==> config.mk <==
export PLATFORM = sky130hd
export DESIGN_NAME = hbsef_top
export DESIGN_NICKNAME = d
export VERILOG_FILES = /design/src/include/hbsef_pkg.sv /design/src/hdl/hbsef_flag.sv /design/src/hdl/hbsef_gate.sv /design/src/hdl/hbsef_top.sv
export VERILOG_INCLUDE_DIRS = /design/src /design/src/include
export SDC_FILE = /design/constraint.sdc
export NUM_CORES = 1
export LEC_CHECK = 0
export BUFFER_PORTS_ARGS = -buffer_cell sky130_fd_sc_hd__buf_2
export CORE_ASPECT_RATIO = 1.2
export CORE_UTILIZATION = 55
export CTS_CLUSTER_DIAMETER = 120
export DETAILED_ROUTE_END_ITERATION = 10
export GPL_TIMING_DRIVEN = 0
export HOLD_SLACK_MARGIN = 0.06
export PLACE_DENSITY = 0.84
export SLEW_MARGIN = 30
export SYNTH_ARGS = -nofsm -noshare
export SYNTH_HDL_FRONTEND = slang
export SYNTH_SLANG_ARGS = --single-unit
==> constraint.sdc <==
create_clock -name clk -period 1.35 [get_ports clk]
set_clock_uncertainty 0.05 [all_clocks]
set_input_delay 0.27 -clock clk [delete_from_list [all_inputs] [get_ports clk]]
set_output_delay 0.27 -clock clk [all_outputs]
set_load 0.01 [all_outputs]
==> src/include/hbsef_cfg.svh <==
`ifndef HBSEF_CFG_SVH
`define HBSEF_CFG_SVH
// register offsets on the plain port (byte addresses)
`define HBSEF_ADDR_COMMAND   8'h04
`define HBSEF_ADDR_STATUS    8'h06
`define HBSEF_ADDR_ERROR_COMMAND    8'h08
`define HBSEF_ADDR_MASK      8'h0C
`define HBSEF_ADDR_IRQSTS    8'h0E
// status field positions
`define HBSEF_BIT_PARITY     15
`define HBSEF_BIT_SYSERR     14
`define HBSEF_BIT_UNSUPP     13
`define HBSEF_BIT_CABORT     12
`define HBSEF_BIT_TABORT     11
`define HBSEF_SEL_HI         10
`define HBSEF_SEL_LO         9
// command register system-error enable bit
`define HBSEF_BIT_CMD_SERR   8
// error command enables
`define HBSEF_BIT_EC_UNSUPP  1
`define HBSEF_BIT_EC_CABORT  0
// reset / fixed values
`define HBSEF_SEL_FAST       2'h0
`define HBSEF_ZERO16         16'h0000
// lower status bits, read-only constant outside this block
`define HBSEF_STATUS_LOW     9'h090
`endif

==> src/include/hbsef_pkg.sv <==
package hbsef_pkg;
   // sticky error flags, one per status event
   typedef struct packed
   {
      logic syserr;
      logic unsupp;
      logic cabort;
   } hbsef_flags_t;
endpackage : hbsef_pkg

==> src/hdl/hbsef_flag.sv <==
`timescale 1ns/10ps
// one sticky write-one-to-clear flag; set wins over clear
module hbsef_flag
(
   input  wire logic clk,
   input  wire logic reset_n,
   input  wire logic set,
   input  wire logic clear,
   output logic      flag
);
   typedef struct packed { logic f; } hbsef_fst_t;
   hbsef_fst_t state;
   hbsef_fst_t next_state;

   // hold until cleared; a simultaneous set is kept
   always_comb
   begin
      next_state = state;
      if (clear)
         next_state.f = 1'b0;
      if (set)
         next_state.f = 1'b1;
   end

   always_ff @(posedge clk or negedge reset_n)
   begin
      if (!reset_n)
         state <= '0;
      else
         state <= next_state;
   end

   assign flag = state.f;

   AST_SET_WINS: assert property (@(posedge clk) disable iff (!reset_n) set |=> flag)
      else $error("flag lost a set event");
   AST_CLEAR_ONLY: assert property (@(posedge clk) disable iff (!reset_n) (clear && !set) |=> !flag)
      else $error("flag did not clear");
endmodule : hbsef_flag

==> src/hdl/hbsef_gate.sv <==
`timescale 1ns/10ps
// decides if an error may raise a system error message
module hbsef_gate
(
   input  wire logic clk,
   input  wire logic reset_n,
   input  wire logic err,
   input  wire logic cmd_en,
   input  wire logic ec_en,
   output logic      send
);
   typedef struct packed { logic s; } hbsef_gst_t;
   hbsef_gst_t state;
   hbsef_gst_t next_state;

   // both enables needed; registered so the message is a clean pulse
   always_comb
   begin
      next_state   = state;
      next_state.s = err & cmd_en & ec_en;
   end

   always_ff @(posedge clk or negedge reset_n)
   begin
      if (!reset_n)
         state <= '0;
      else
         state <= next_state;
   end

   assign send = state.s;

   AST_BOTH_ENABLES: assert property (@(posedge clk) disable iff (!reset_n)
      send |-> $past(err) && $past(cmd_en) && $past(ec_en))
      else $error("system error raised without both enables");
endmodule : hbsef_gate

==> src/hdl/hbsef_top.sv <==
// Added by the designer: the placing of the registers and the address-and-strobe port.
`timescale 1ns/10ps
`include "hbsef_cfg.svh"
// Function
// - parity-error-detected bit 15 always reads zero; writes ignored.
// - system-error-signalled bit 14 sets when a system error message is sent.
// - system error raised only if command and error command enables both set.
// - unsupported-request completion sets bit 13.
// - completer-abort completion sets bit 12.
// - bits 14..12 clear on written one unless their own event comes in the same cycle, stay set otherwise.
// - target-abort-signalled bit 11 always reads zero.
// - select-timing bits 10:9 read fast decode 00; writes ignored.
// - hardwired status bits ignore writes and never change.
module hbsef_top
   import hbsef_pkg::*;
(
   input  wire logic        clk,
   input  wire logic        reset_n,
   input  wire logic [7:0]  addr,
   input  wire logic [15:0] wdata,
   input  wire logic        wr,
   input  wire logic        rd,
   output logic [15:0]      rdata,
   input  wire logic        cpl_unsupp,
   input  wire logic        cpl_cabort,
   output logic             serr_msg,
   output logic             irq
);
   typedef struct packed
   {
      logic [15:0] command;
      logic [15:0] error_command;
      logic [2:0]  mask;
      logic [2:0]  irqsts;
      logic [15:0] rdata;
   } hbsef_state_t;

   hbsef_state_t state;
   hbsef_state_t next_state;
   hbsef_flags_t flags;
   logic         send_unsupp;
   logic         send_cabort;
   logic         serr_send;
   logic         wr_status;
   logic [15:0]  status_word;
   logic [2:0]   events;

   assign wr_status = wr && (addr == `HBSEF_ADDR_STATUS);

   // error-to-message gating, one per function 0 error source
   hbsef_gate u_gate_unsupp
   (
      .clk     (clk),
      .reset_n (reset_n),
      .err     (cpl_unsupp),
      .cmd_en  (state.command[`HBSEF_BIT_CMD_SERR]),
      .ec_en   (state.error_command[`HBSEF_BIT_EC_UNSUPP]),
      .send    (send_unsupp)
   );
   hbsef_gate u_gate_cabort
   (
      .clk     (clk),
      .reset_n (reset_n),
      .err     (cpl_cabort),
      .cmd_en  (state.command[`HBSEF_BIT_CMD_SERR]),
      .ec_en   (state.error_command[`HBSEF_BIT_EC_CABORT]),
      .send    (send_cabort)
   );

   assign serr_send = send_unsupp | send_cabort;
   assign serr_msg  = serr_send;

   // sticky write-one-to-clear flags
   hbsef_flag u_flag_syserr
   (
      .clk     (clk),
      .reset_n (reset_n),
      .set     (serr_send),
      .clear   (wr_status && wdata[`HBSEF_BIT_SYSERR]),
      .flag    (flags.syserr)
   );
   hbsef_flag u_flag_unsupp
   (
      .clk     (clk),
      .reset_n (reset_n),
      .set     (cpl_unsupp),
      .clear   (wr_status && wdata[`HBSEF_BIT_UNSUPP]),
      .flag    (flags.unsupp)
   );
   hbsef_flag u_flag_cabort
   (
      .clk     (clk),
      .reset_n (reset_n),
      .set     (cpl_cabort),
      .clear   (wr_status && wdata[`HBSEF_BIT_CABORT]),
      .flag    (flags.cabort)
   );

   // status image; hardwired fields are constants so writes cannot reach them
   always_comb
   begin
      status_word                                   = `HBSEF_ZERO16;
      status_word[`HBSEF_SEL_LO-1:0]                = `HBSEF_STATUS_LOW;
      status_word[`HBSEF_BIT_PARITY]                = 1'b0;
      status_word[`HBSEF_BIT_SYSERR]                = flags.syserr;
      status_word[`HBSEF_BIT_UNSUPP]                = flags.unsupp;
      status_word[`HBSEF_BIT_CABORT]                = flags.cabort;
      status_word[`HBSEF_BIT_TABORT]                = 1'b0;
      status_word[`HBSEF_SEL_HI:`HBSEF_SEL_LO]      = `HBSEF_SEL_FAST;
   end

   assign events = {serr_send, cpl_unsupp, cpl_cabort};

   // register writes, interrupt status and one-cycle-late read data
   always_comb
   begin
      next_state       = state;
      next_state.rdata = `HBSEF_ZERO16;
      if (wr)
      begin
         unique case (addr)
            `HBSEF_ADDR_COMMAND: next_state.command = wdata;
            `HBSEF_ADDR_ERROR_COMMAND:  next_state.error_command  = wdata;
            `HBSEF_ADDR_MASK:    next_state.mask    = wdata[2:0];
            default:             ;
         endcase
      end
      if (rd)
      begin
         unique case (addr)
            `HBSEF_ADDR_COMMAND: next_state.rdata = state.command;
            `HBSEF_ADDR_STATUS:  next_state.rdata = status_word;
            `HBSEF_ADDR_ERROR_COMMAND:  next_state.rdata = state.error_command;
            `HBSEF_ADDR_MASK:    next_state.rdata = {13'h0000, state.mask};
            `HBSEF_ADDR_IRQSTS:  next_state.rdata = {13'h0000, state.irqsts};
            default:             next_state.rdata = `HBSEF_ZERO16;
         endcase
      end
      // read clears interrupt status, but new events win
      if (rd && (addr == `HBSEF_ADDR_IRQSTS))
         next_state.irqsts = 3'h0;
      next_state.irqsts = next_state.irqsts | events;
   end

   always_ff @(posedge clk or negedge reset_n)
   begin
      if (!reset_n)
         state <= '0;
      else
         state <= next_state;
   end

   assign rdata = state.rdata;
   assign irq   = |(state.irqsts & state.mask);

   AST_PARITY_ZERO: assert property (@(posedge clk) disable iff (!reset_n)
      $past(rd) && ($past(addr) == `HBSEF_ADDR_STATUS) |-> !rdata[`HBSEF_BIT_PARITY])
      else $error("parity bit read as one");
   AST_SERR_SETS: assert property (@(posedge clk) disable iff (!reset_n)
      serr_msg |=> flags.syserr)
      else $error("system error flag not set after message");
   AST_NO_SERR_DISABLED: assert property (@(posedge clk) disable iff (!reset_n)
      !state.command[`HBSEF_BIT_CMD_SERR] ##1 !state.command[`HBSEF_BIT_CMD_SERR] |-> !serr_msg)
      else $error("system error with command enable off");
   AST_UNSUPP_SETS: assert property (@(posedge clk) disable iff (!reset_n)
      cpl_unsupp |=> flags.unsupp)
      else $error("unsupported flag not set");
   AST_CABORT_SETS: assert property (@(posedge clk) disable iff (!reset_n)
      cpl_cabort |=> flags.cabort)
      else $error("completer abort flag not set");
   AST_W1C_KEEP: assert property (@(posedge clk) disable iff (!reset_n)
      flags.unsupp && !(wr_status && wdata[`HBSEF_BIT_UNSUPP]) |=> flags.unsupp)
      else $error("flag dropped without a one written");
   AST_TABORT_ZERO: assert property (@(posedge clk) disable iff (!reset_n)
      status_word[`HBSEF_BIT_TABORT] == 1'b0)
      else $error("target abort bit not zero");
   AST_SEL_FAST: assert property (@(posedge clk) disable iff (!reset_n)
      $past(rd) && ($past(addr) == `HBSEF_ADDR_STATUS) |-> rdata[`HBSEF_SEL_HI:`HBSEF_SEL_LO] == 2'h0)
      else $error("select timing not fast");
   AST_HARDWIRED: assert property (@(posedge clk) disable iff (!reset_n)
      wr_status |=> status_word[`HBSEF_SEL_LO-1:0] == `HBSEF_STATUS_LOW)
      else $error("hardwired bits changed");
   AST_SET_BEATS_CLEAR: assert property (@(posedge clk) disable iff (!reset_n)
      cpl_cabort && wr_status && wdata[`HBSEF_BIT_CABORT] |=> flags.cabort)
      else $error("clear beat simultaneous set");

   // write-one-to-clear keeps the other two flags as well
   AST_W1C_KEEP_SYSERR: assert property (@(posedge clk) disable iff (!reset_n)
      flags.syserr && !(wr_status && wdata[`HBSEF_BIT_SYSERR])
      |=> flags.syserr)
      else $error("system error flag dropped without a one written");

   AST_W1C_KEEP_CABORT: assert property (@(posedge clk) disable iff (!reset_n)
      flags.cabort && !(wr_status && wdata[`HBSEF_BIT_CABORT])
      |=> flags.cabort)
      else $error("abort flag dropped without a one written");

   // a written one clears when no event competes in that cycle
   AST_W1C_CLEAR_SYSERR: assert property (@(posedge clk) disable iff (!reset_n)
      wr_status && wdata[`HBSEF_BIT_SYSERR] && !serr_send
      |=> !flags.syserr)
      else $error("system error flag not cleared by a one");

   AST_W1C_CLEAR_UNSUPP: assert property (@(posedge clk) disable iff (!reset_n)
      wr_status && wdata[`HBSEF_BIT_UNSUPP] && !cpl_unsupp
      |=> !flags.unsupp)
      else $error("unsupported flag not cleared by a one");

   AST_W1C_CLEAR_CABORT: assert property (@(posedge clk) disable iff (!reset_n)
      wr_status && wdata[`HBSEF_BIT_CABORT] && !cpl_cabort
      |=> !flags.cabort)
      else $error("abort flag not cleared by a one");

   // flags rise only for their own cause; a stray set would hide real errors
   AST_SYSERR_ONLY_MSG: assert property (@(posedge clk) disable iff (!reset_n)
      !flags.syserr && !serr_send
      |=> !flags.syserr)
      else $error("system error flag set without a message");

   AST_UNSUPP_ONLY_EVENT: assert property (@(posedge clk) disable iff (!reset_n)
      !flags.unsupp && !cpl_unsupp
      |=> !flags.unsupp)
      else $error("unsupported flag set without a completion");

   AST_CABORT_ONLY_EVENT: assert property (@(posedge clk) disable iff (!reset_n)
      !flags.cabort && !cpl_cabort
      |=> !flags.cabort)
      else $error("abort flag set without a completion");

   // message needs a cause one cycle before it
   AST_SERR_HAS_CAUSE: assert property (@(posedge clk) disable iff (!reset_n)
      serr_msg
      |-> $past(cpl_unsupp) || $past(cpl_cabort))
      else $error("system error message without an error");

   // enabled errors must not be swallowed
   AST_SERR_UNSUPP_EN: assert property (@(posedge clk) disable iff (!reset_n)
      cpl_unsupp && state.command[`HBSEF_BIT_CMD_SERR] && state.error_command[`HBSEF_BIT_EC_UNSUPP]
      |=> serr_msg)
      else $error("enabled unsupported error sent no message");

   AST_SERR_CABORT_EN: assert property (@(posedge clk) disable iff (!reset_n)
      cpl_cabort && state.command[`HBSEF_BIT_CMD_SERR] && state.error_command[`HBSEF_BIT_EC_CABORT]
      |=> serr_msg)
      else $error("enabled abort error sent no message");

   // the per-source enable alone must gate its error
   AST_NO_SERR_EC_UNSUPP: assert property (@(posedge clk) disable iff (!reset_n)
      cpl_unsupp && !cpl_cabort && !state.error_command[`HBSEF_BIT_EC_UNSUPP]
      |=> !serr_msg)
      else $error("unsupported error sent with its enable off");

   AST_NO_SERR_EC_CABORT: assert property (@(posedge clk) disable iff (!reset_n)
      cpl_cabort && !cpl_unsupp && !state.error_command[`HBSEF_BIT_EC_CABORT]
      |=> !serr_msg)
      else $error("abort error sent with its enable off");

   // status reads return the live image of the cycle of the strobe
   AST_READ_STATUS: assert property (@(posedge clk) disable iff (!reset_n)
      rd && (addr == `HBSEF_ADDR_STATUS)
      |=> rdata == $past(status_word))
      else $error("status read returned a wrong word");

   AST_PARITY_IMAGE: assert property (@(posedge clk) disable iff (!reset_n)
      wr_status
      |=> status_word[`HBSEF_BIT_PARITY] == 1'b0)
      else $error("parity bit took a write");

   // read data stands one cycle only, so a stale word cannot be mistaken
   AST_RDATA_IDLE: assert property (@(posedge clk) disable iff (!reset_n)
      !rd
      |=> rdata == `HBSEF_ZERO16)
      else $error("read data not zero outside a read");

   // interrupt status follows every event, even during a clearing read
   AST_IRQSTS_CABORT: assert property (@(posedge clk) disable iff (!reset_n)
      cpl_cabort
      |=> state.irqsts[0])
      else $error("abort event missing in interrupt status");

   AST_IRQSTS_UNSUPP: assert property (@(posedge clk) disable iff (!reset_n)
      cpl_unsupp
      |=> state.irqsts[1])
      else $error("unsupported event missing in interrupt status");

   AST_IRQSTS_SYSERR: assert property (@(posedge clk) disable iff (!reset_n)
      serr_send
      |=> state.irqsts[2])
      else $error("system error event missing in interrupt status");

   // with every source masked the line must never rise
   AST_IRQ_MASKED: assert property (@(posedge clk) disable iff (!reset_n)
      state.mask == 3'h0
      |-> !irq)
      else $error("interrupt raised with every source masked");
endmodule : hbsef_top

Yosys cells after proc, flatten, opt, wreduce, memory -nomap -nowiden --
Cells that the tools add are included.
Word-level totals: bits in registers 59, input bits 30, output and inout bits 18, logic and storage cells 43
Operators by class: equal/unequal tests 5, mux-type cells 9, bitwise logic cells 7, reductions and logical operators 12
Operators with widths (count):
- 16-bit case mux with 5 select lines | 1
- 8-bit by 4-bit == test with 1-bit output (second input constant) | 3
- 8-bit by 3-bit == test with 1-bit output (second input constant) | 2
- 16-bit two-way mux | 1
- 1-bit two-way mux | 6
- 2-bit AND reduction | 3
- 2-bit nonzero test | 3
- 1-bit logical AND | 5
- 1-bit bitwise AND | 4
- 3-bit bitwise AND | 1
- 3-bit two-way mux | 1
- 3-bit OR | 1
- 3-bit OR reduction | 1
- 1-bit OR | 1

Depth between registers and ports, before layout --
depth after elaboration 5, gate-level depth with buffers 5, mapped depth without buffers 3

Cells and area by module --
Synthesis repeated with hierarchy kept, for this count alone.
Second synthesis, totals: cell total of the unflattened synthesis 203, area, all modules 2588.7 µm²
Modules (own cells, without submodules):
- hbsef_top | times used 1, cells each 190, area each 2417.3 µm², sequential area each 1351.3 µm²
- hbsef_flag | times used 3, cells each 3, area each 36.3 µm², sequential area each 25.0 µm²
- hbsef_gate | times used 2, cells each 2, area each 31.3 µm², sequential area each 25.0 µm²

Least setup slack after synthesis --
OpenSTA, ideal clock, no wires.
kind input-to-reg, from input addr[0], to register state[38] in the netlist's numbering, library setup time 125 ps, arrival time 1446 ps, data required time 1175 ps, setup slack -271 ps, stages 4, buffers on the path 1, path through nor4_4 -> nand4_4 -> buf_6 -> mux2_4
Between the ends: longest elaborated chain between the ends 2
Ends and longest elaborated chain:
- from (decl) | RTL line hbsef_top.sv:19 | input wire logic [7:0] addr,
- 8-bit by 3-bit == test with 1-bit output | RTL line hbsef_top.sv:121 | unique case (addr)
- 2-bit AND reduction (no line)
- to (signal assigned) | RTL line hbsef_top.sv:150 | state <= next_state;
- to (decl) | RTL line hbsef_top.sv:38 | hbsef_state_t state;
Every way passes these cells. A chain may end at the register's enable or synchronous reset.

Worst setup path after layout --
from register state[18] in the netlist's numbering, to output irq
Between the ends: longest elaborated chain between the ends 2
Ends and longest elaborated chain:
- 3-bit bitwise AND | RTL line hbsef_top.sv:154 | assign irq = |(state.irqsts & state.mask);
- 3-bit OR reduction | RTL line hbsef_top.sv:154
- to (decl) | RTL line hbsef_top.sv:27 | output logic irq
Every way passes these cells.

==> summary.md <==
| Metric | Value |
|---|---|
| Status | complete, but fails checks |
| Failing checks | negative setup slack |
| Die width | around 66 µm |
| Overflow after GRT | 0 |
| Crit-path slowest cell | dfrtp_1 |
| Synthesized area per cell | ~13 µm² |
| CP cell instances | a222oi_1, inv_1, buf_2 |
| Nets | 304 |
| Element type at the critical path end | output port |
| Pwr dens | 1053 nW/µm² |
| Remaining antenna violation count | 0 |
| Critical Path RT | 1.03 ns |
| Detailed Routing Iterations Pass 1 | 4 |
| Distinct cells, synth | 34 |
| Post-DP HPWL | 3716 µm |
| Min Tclk post-route | roughly 1.6 ns |
| Die Ht | 78.45 µm |
| DR WL/cell | about 19 µm |
| Fmax | approximately 600 MHz |
| Inserted Diodes | 0 |
| Num CTS Buffers | 9 |
| Post-Synthesis Net Count | 234 |
| Register bit total from synthesis | 59 |
| Vias per inst | 5.970 |
| VDD IR max | 0.6147 mV |
| Initial antenna violation count | 0 |
| Asr flop ratio synth | 100.0% |
| WP data arrival | 1.32 ns |
| Internal power | 2.662 mW |
| Root Driver | clkbuf_8 |
| CTS Sinks | 59 |
| Startpoint Class | register |
| Sw frac | 24.44% |
| First-pass GRT wire length | 9991 µm |
| Clk Latency, worst-skew pair | 0.34 ns |
| Synth top cells by count | dfrtp_1, mux2_2, buf_4 |
| RSZ-0062 raised after global routing | yes |
| Die area | between 5000 and 6000 µm² |
| PortBufs | 46 |
| Sequential-to-total area share from yosys stat | 55.11% |
| Final setup violation count | 2 |
| CTS clk-pin slew, worst paths | 0.06 ns |
| Sequential Power Share | 52.8% |
| Tot Pwr | 3.523 mW |
| I/O pin count | 48 |
| Setup Crit Path Kind | register to output port |
| Crit share post-route | 121.7% |
| Multi-input gate area | 1061 µm² |
| CTS H-tree depth | 3 |
| Std-Cell Rows | 27 |
| Post-synth EDFFs | 0 |
| Combinational share of power | 8.4% |
| Final hold viol count | 0 |
| Largest net degree at the start of global routing | 60 |
| Core area | roughly 4600 µm² |
| Drt total wl | 6387 µm |
| Critical Path Max Stage Delay | between 0.3 and 0.4 ns |
| Synth area leaders | dfrtp_1, mux2_2, mux2_4 |
| Design area | ~3300 µm² |
| Number of global-route vias before repair | about 2000 |
| Most frequent cell after synthesis | dfrtp_1 |
| Max_cap viols | 0 |
| Initial DRC Count | approximately 140 |
| Fill cell count | ~300 |
| Via count | 2012 |
| Synth top area share | 55.11% |
| Clock Path Buffers | 2 |
| Dpl cell area | 2993 µm² |
| Slew @ Worst Pin | 0.7090 ns |
| Clock power share | between 30 and 40% |
| Worst Hold Class | primary input to register |
| Area Growth Syn to Fin | 24.94% |
| Mapped Cells | 204 |
| Synth Cell Area | 2679 µm² |
| Worst setup margin | -0.2925 ns |
| Leak | 1.751 nW |
| GRT Overall Usage | between 20% and 30% |
| Area leader, netlist | dfrtp_1 |
| GP Congestion | 0.8475 |
| Residual DRC count | 0 |
| CTS tree | built |
| Switching power total | approximately 860 µW |
| DP Cell Count | roughly 300 |
| Relative slew slack | 52.73% |
| Slew Viols, Final | 0 |
| Register area | about 1500 µm² |
| Non-Filler Instances | between 300 and 400 |
| Synthesis Warnings | 0 |
| Worst-path maximum fanout | 2 |
| Share of layout cells above drive strength 1 | between 50 and 60% |
| Initial Util | between 50% and 60% |
| Synth Flop Type | dfrtp_1 |
## power by group through the flow
stage / logic (mW) / registers [mW] / clock network [mW]
global placement: 0.253 / 1.88 / 0
finish: 0.297 / 1.86 / 1.37
CTS: 0.284 / 1.86 / 1.37
detailed placement: 0.261 / 1.89 / 0
floorplan: 0.134 / 1.88 / 0
global route: 0.321 / 1.86 / 1.49
## sequential cells by signal, indices dropped and copies added (netlist names)
signal / cells
u_flag_syserr.flag: 1
u_gate_cabort.send: 1
u_flag_cabort.flag: 1
u_gate_unsupp.send: 1
state: 38
u_flag_unsupp.flag: 1
rdata: 16
## worst max-delay path: cells and delay by family (launching register included)
family / cells / cell delay, ns
buffers and inverters: 2 / 0.21
AOI/OAI and AO/OA: 1 / 0.38
DFF: 1 / 0.39
## cell families (layout without fill, tap and decap cells)
kind of cell | Yosys count | count (layout) | synth area share, %
AND/OR/NAND/NOR | 49 | 49 | 13.26
AO/OA/AOI/OAI | 33 | 33 | 8.688
flip-flops | 59 | 59 | 55.11
buffers and inverters | 27 | 102 | 6.399
multiplexers | 36 | 36 | 16.53
## layout make-up
cell class | instances | area share, %
Buffer | 26 | 5.682
Clock buffer | 11 | 4.224
Clock inverter | 5 | 0.8598
Inverter | 1 | 0.1121
Multi-Input combinational cell | 118 | 31.70
Sequential cell | 59 | 44.11
Tap cell | 58 | 2.168
Timing Repair Buffer | 59 | 11.14
## placed cells by master (no fill, tap or decap), types with 5 or more instances in the layout
cell type  Yosys  final
nand4_1        5      5
a21o_1         6      6
mux2_2        26     26
nand3_1        7      7
clkbuf_8       0     10
nor2_1         9      8
a22oi_1        8      8
buf_4         16     28
dfrtp_1       59     59
buf_2          2     44
a21oi_1        7      7
and3b_1        6      6
mux2_4        10     10
buf_6          1      5
## routing by layer
| layer | share of wire [%] | vias up | global-route usage, % |
|---|---|---|---|
| met5 | 0 | - | 0 |
| met4 | 4.1 | 0 | 14.57 |
| met3 | 7.0 | 33 | 6.395 |
| met2 | 51 | 111 | 43.57 |
| met1 | 38 | 993 | 33.66 |
| li1 | - | 875 | - |
## stage by stage
step	util (%)	setup TNS (ns)	worst slack [ns]	hold slack, ns
3_3_place_gp	64.61	-31.13	-0.6405	0.4100
4_1_cts	71.64	-0.3566	-0.2968	0.09835
3_5_place_dp	64.67	-27.57	-0.6654	0.3178
2_1_floorplan	-	-5.281	-0.2549	-0.07559
5_1_grt	72.32	-0.4824	-0.3937	0.1163
6_report	72.32	-0.3480	-0.2925	0.1045
## worst paths after layout
| path | start | end | slack, ns | cells past startpoint |
|---|---|---|---|---|
| max in group asynchronous | reset_n | rdata[1]$_DFF_PN0_ | 0.29 | 2 |
| worst min register to register | u_flag_cabort.flag$_DFFE_PN0P_ | u_flag_cabort.flag$_DFFE_PN0P_ | 0.43 | 1 |
| worst max-delay path | state[18]$_DFF_PN0_ | irq | -0.29 | 3 |
| min in group asynchronous | reset_n | u_flag_cabort.flag$_DFFE_PN0P_ | 0.49 | 2 |
| worst max register to register | state[23]$_DFFE_PN0P_ | rdata[1]$_DFF_PN0_ | 0.13 | 3 |
| worst min-delay path | cpl_cabort | state[16]$_DFF_PN0_ | 0.10 | 2 |
## repair_timing
| action | 4_1_cts | 5_1_grt |
|---|---|---|
| hold buffers | 1 | 0 |
| gates cloned | 1 | 0 |
| pin swaps | 5 | 2 |
| resized for setup | 12 | 13 |
| buffers inserted | 10 | 1 |
| endpoints found under the hold margin | 59 | 0 |
| setup endpoints to repair | 52 | 21 |
No activity file was read; power rests on OpenSTA's default activity.
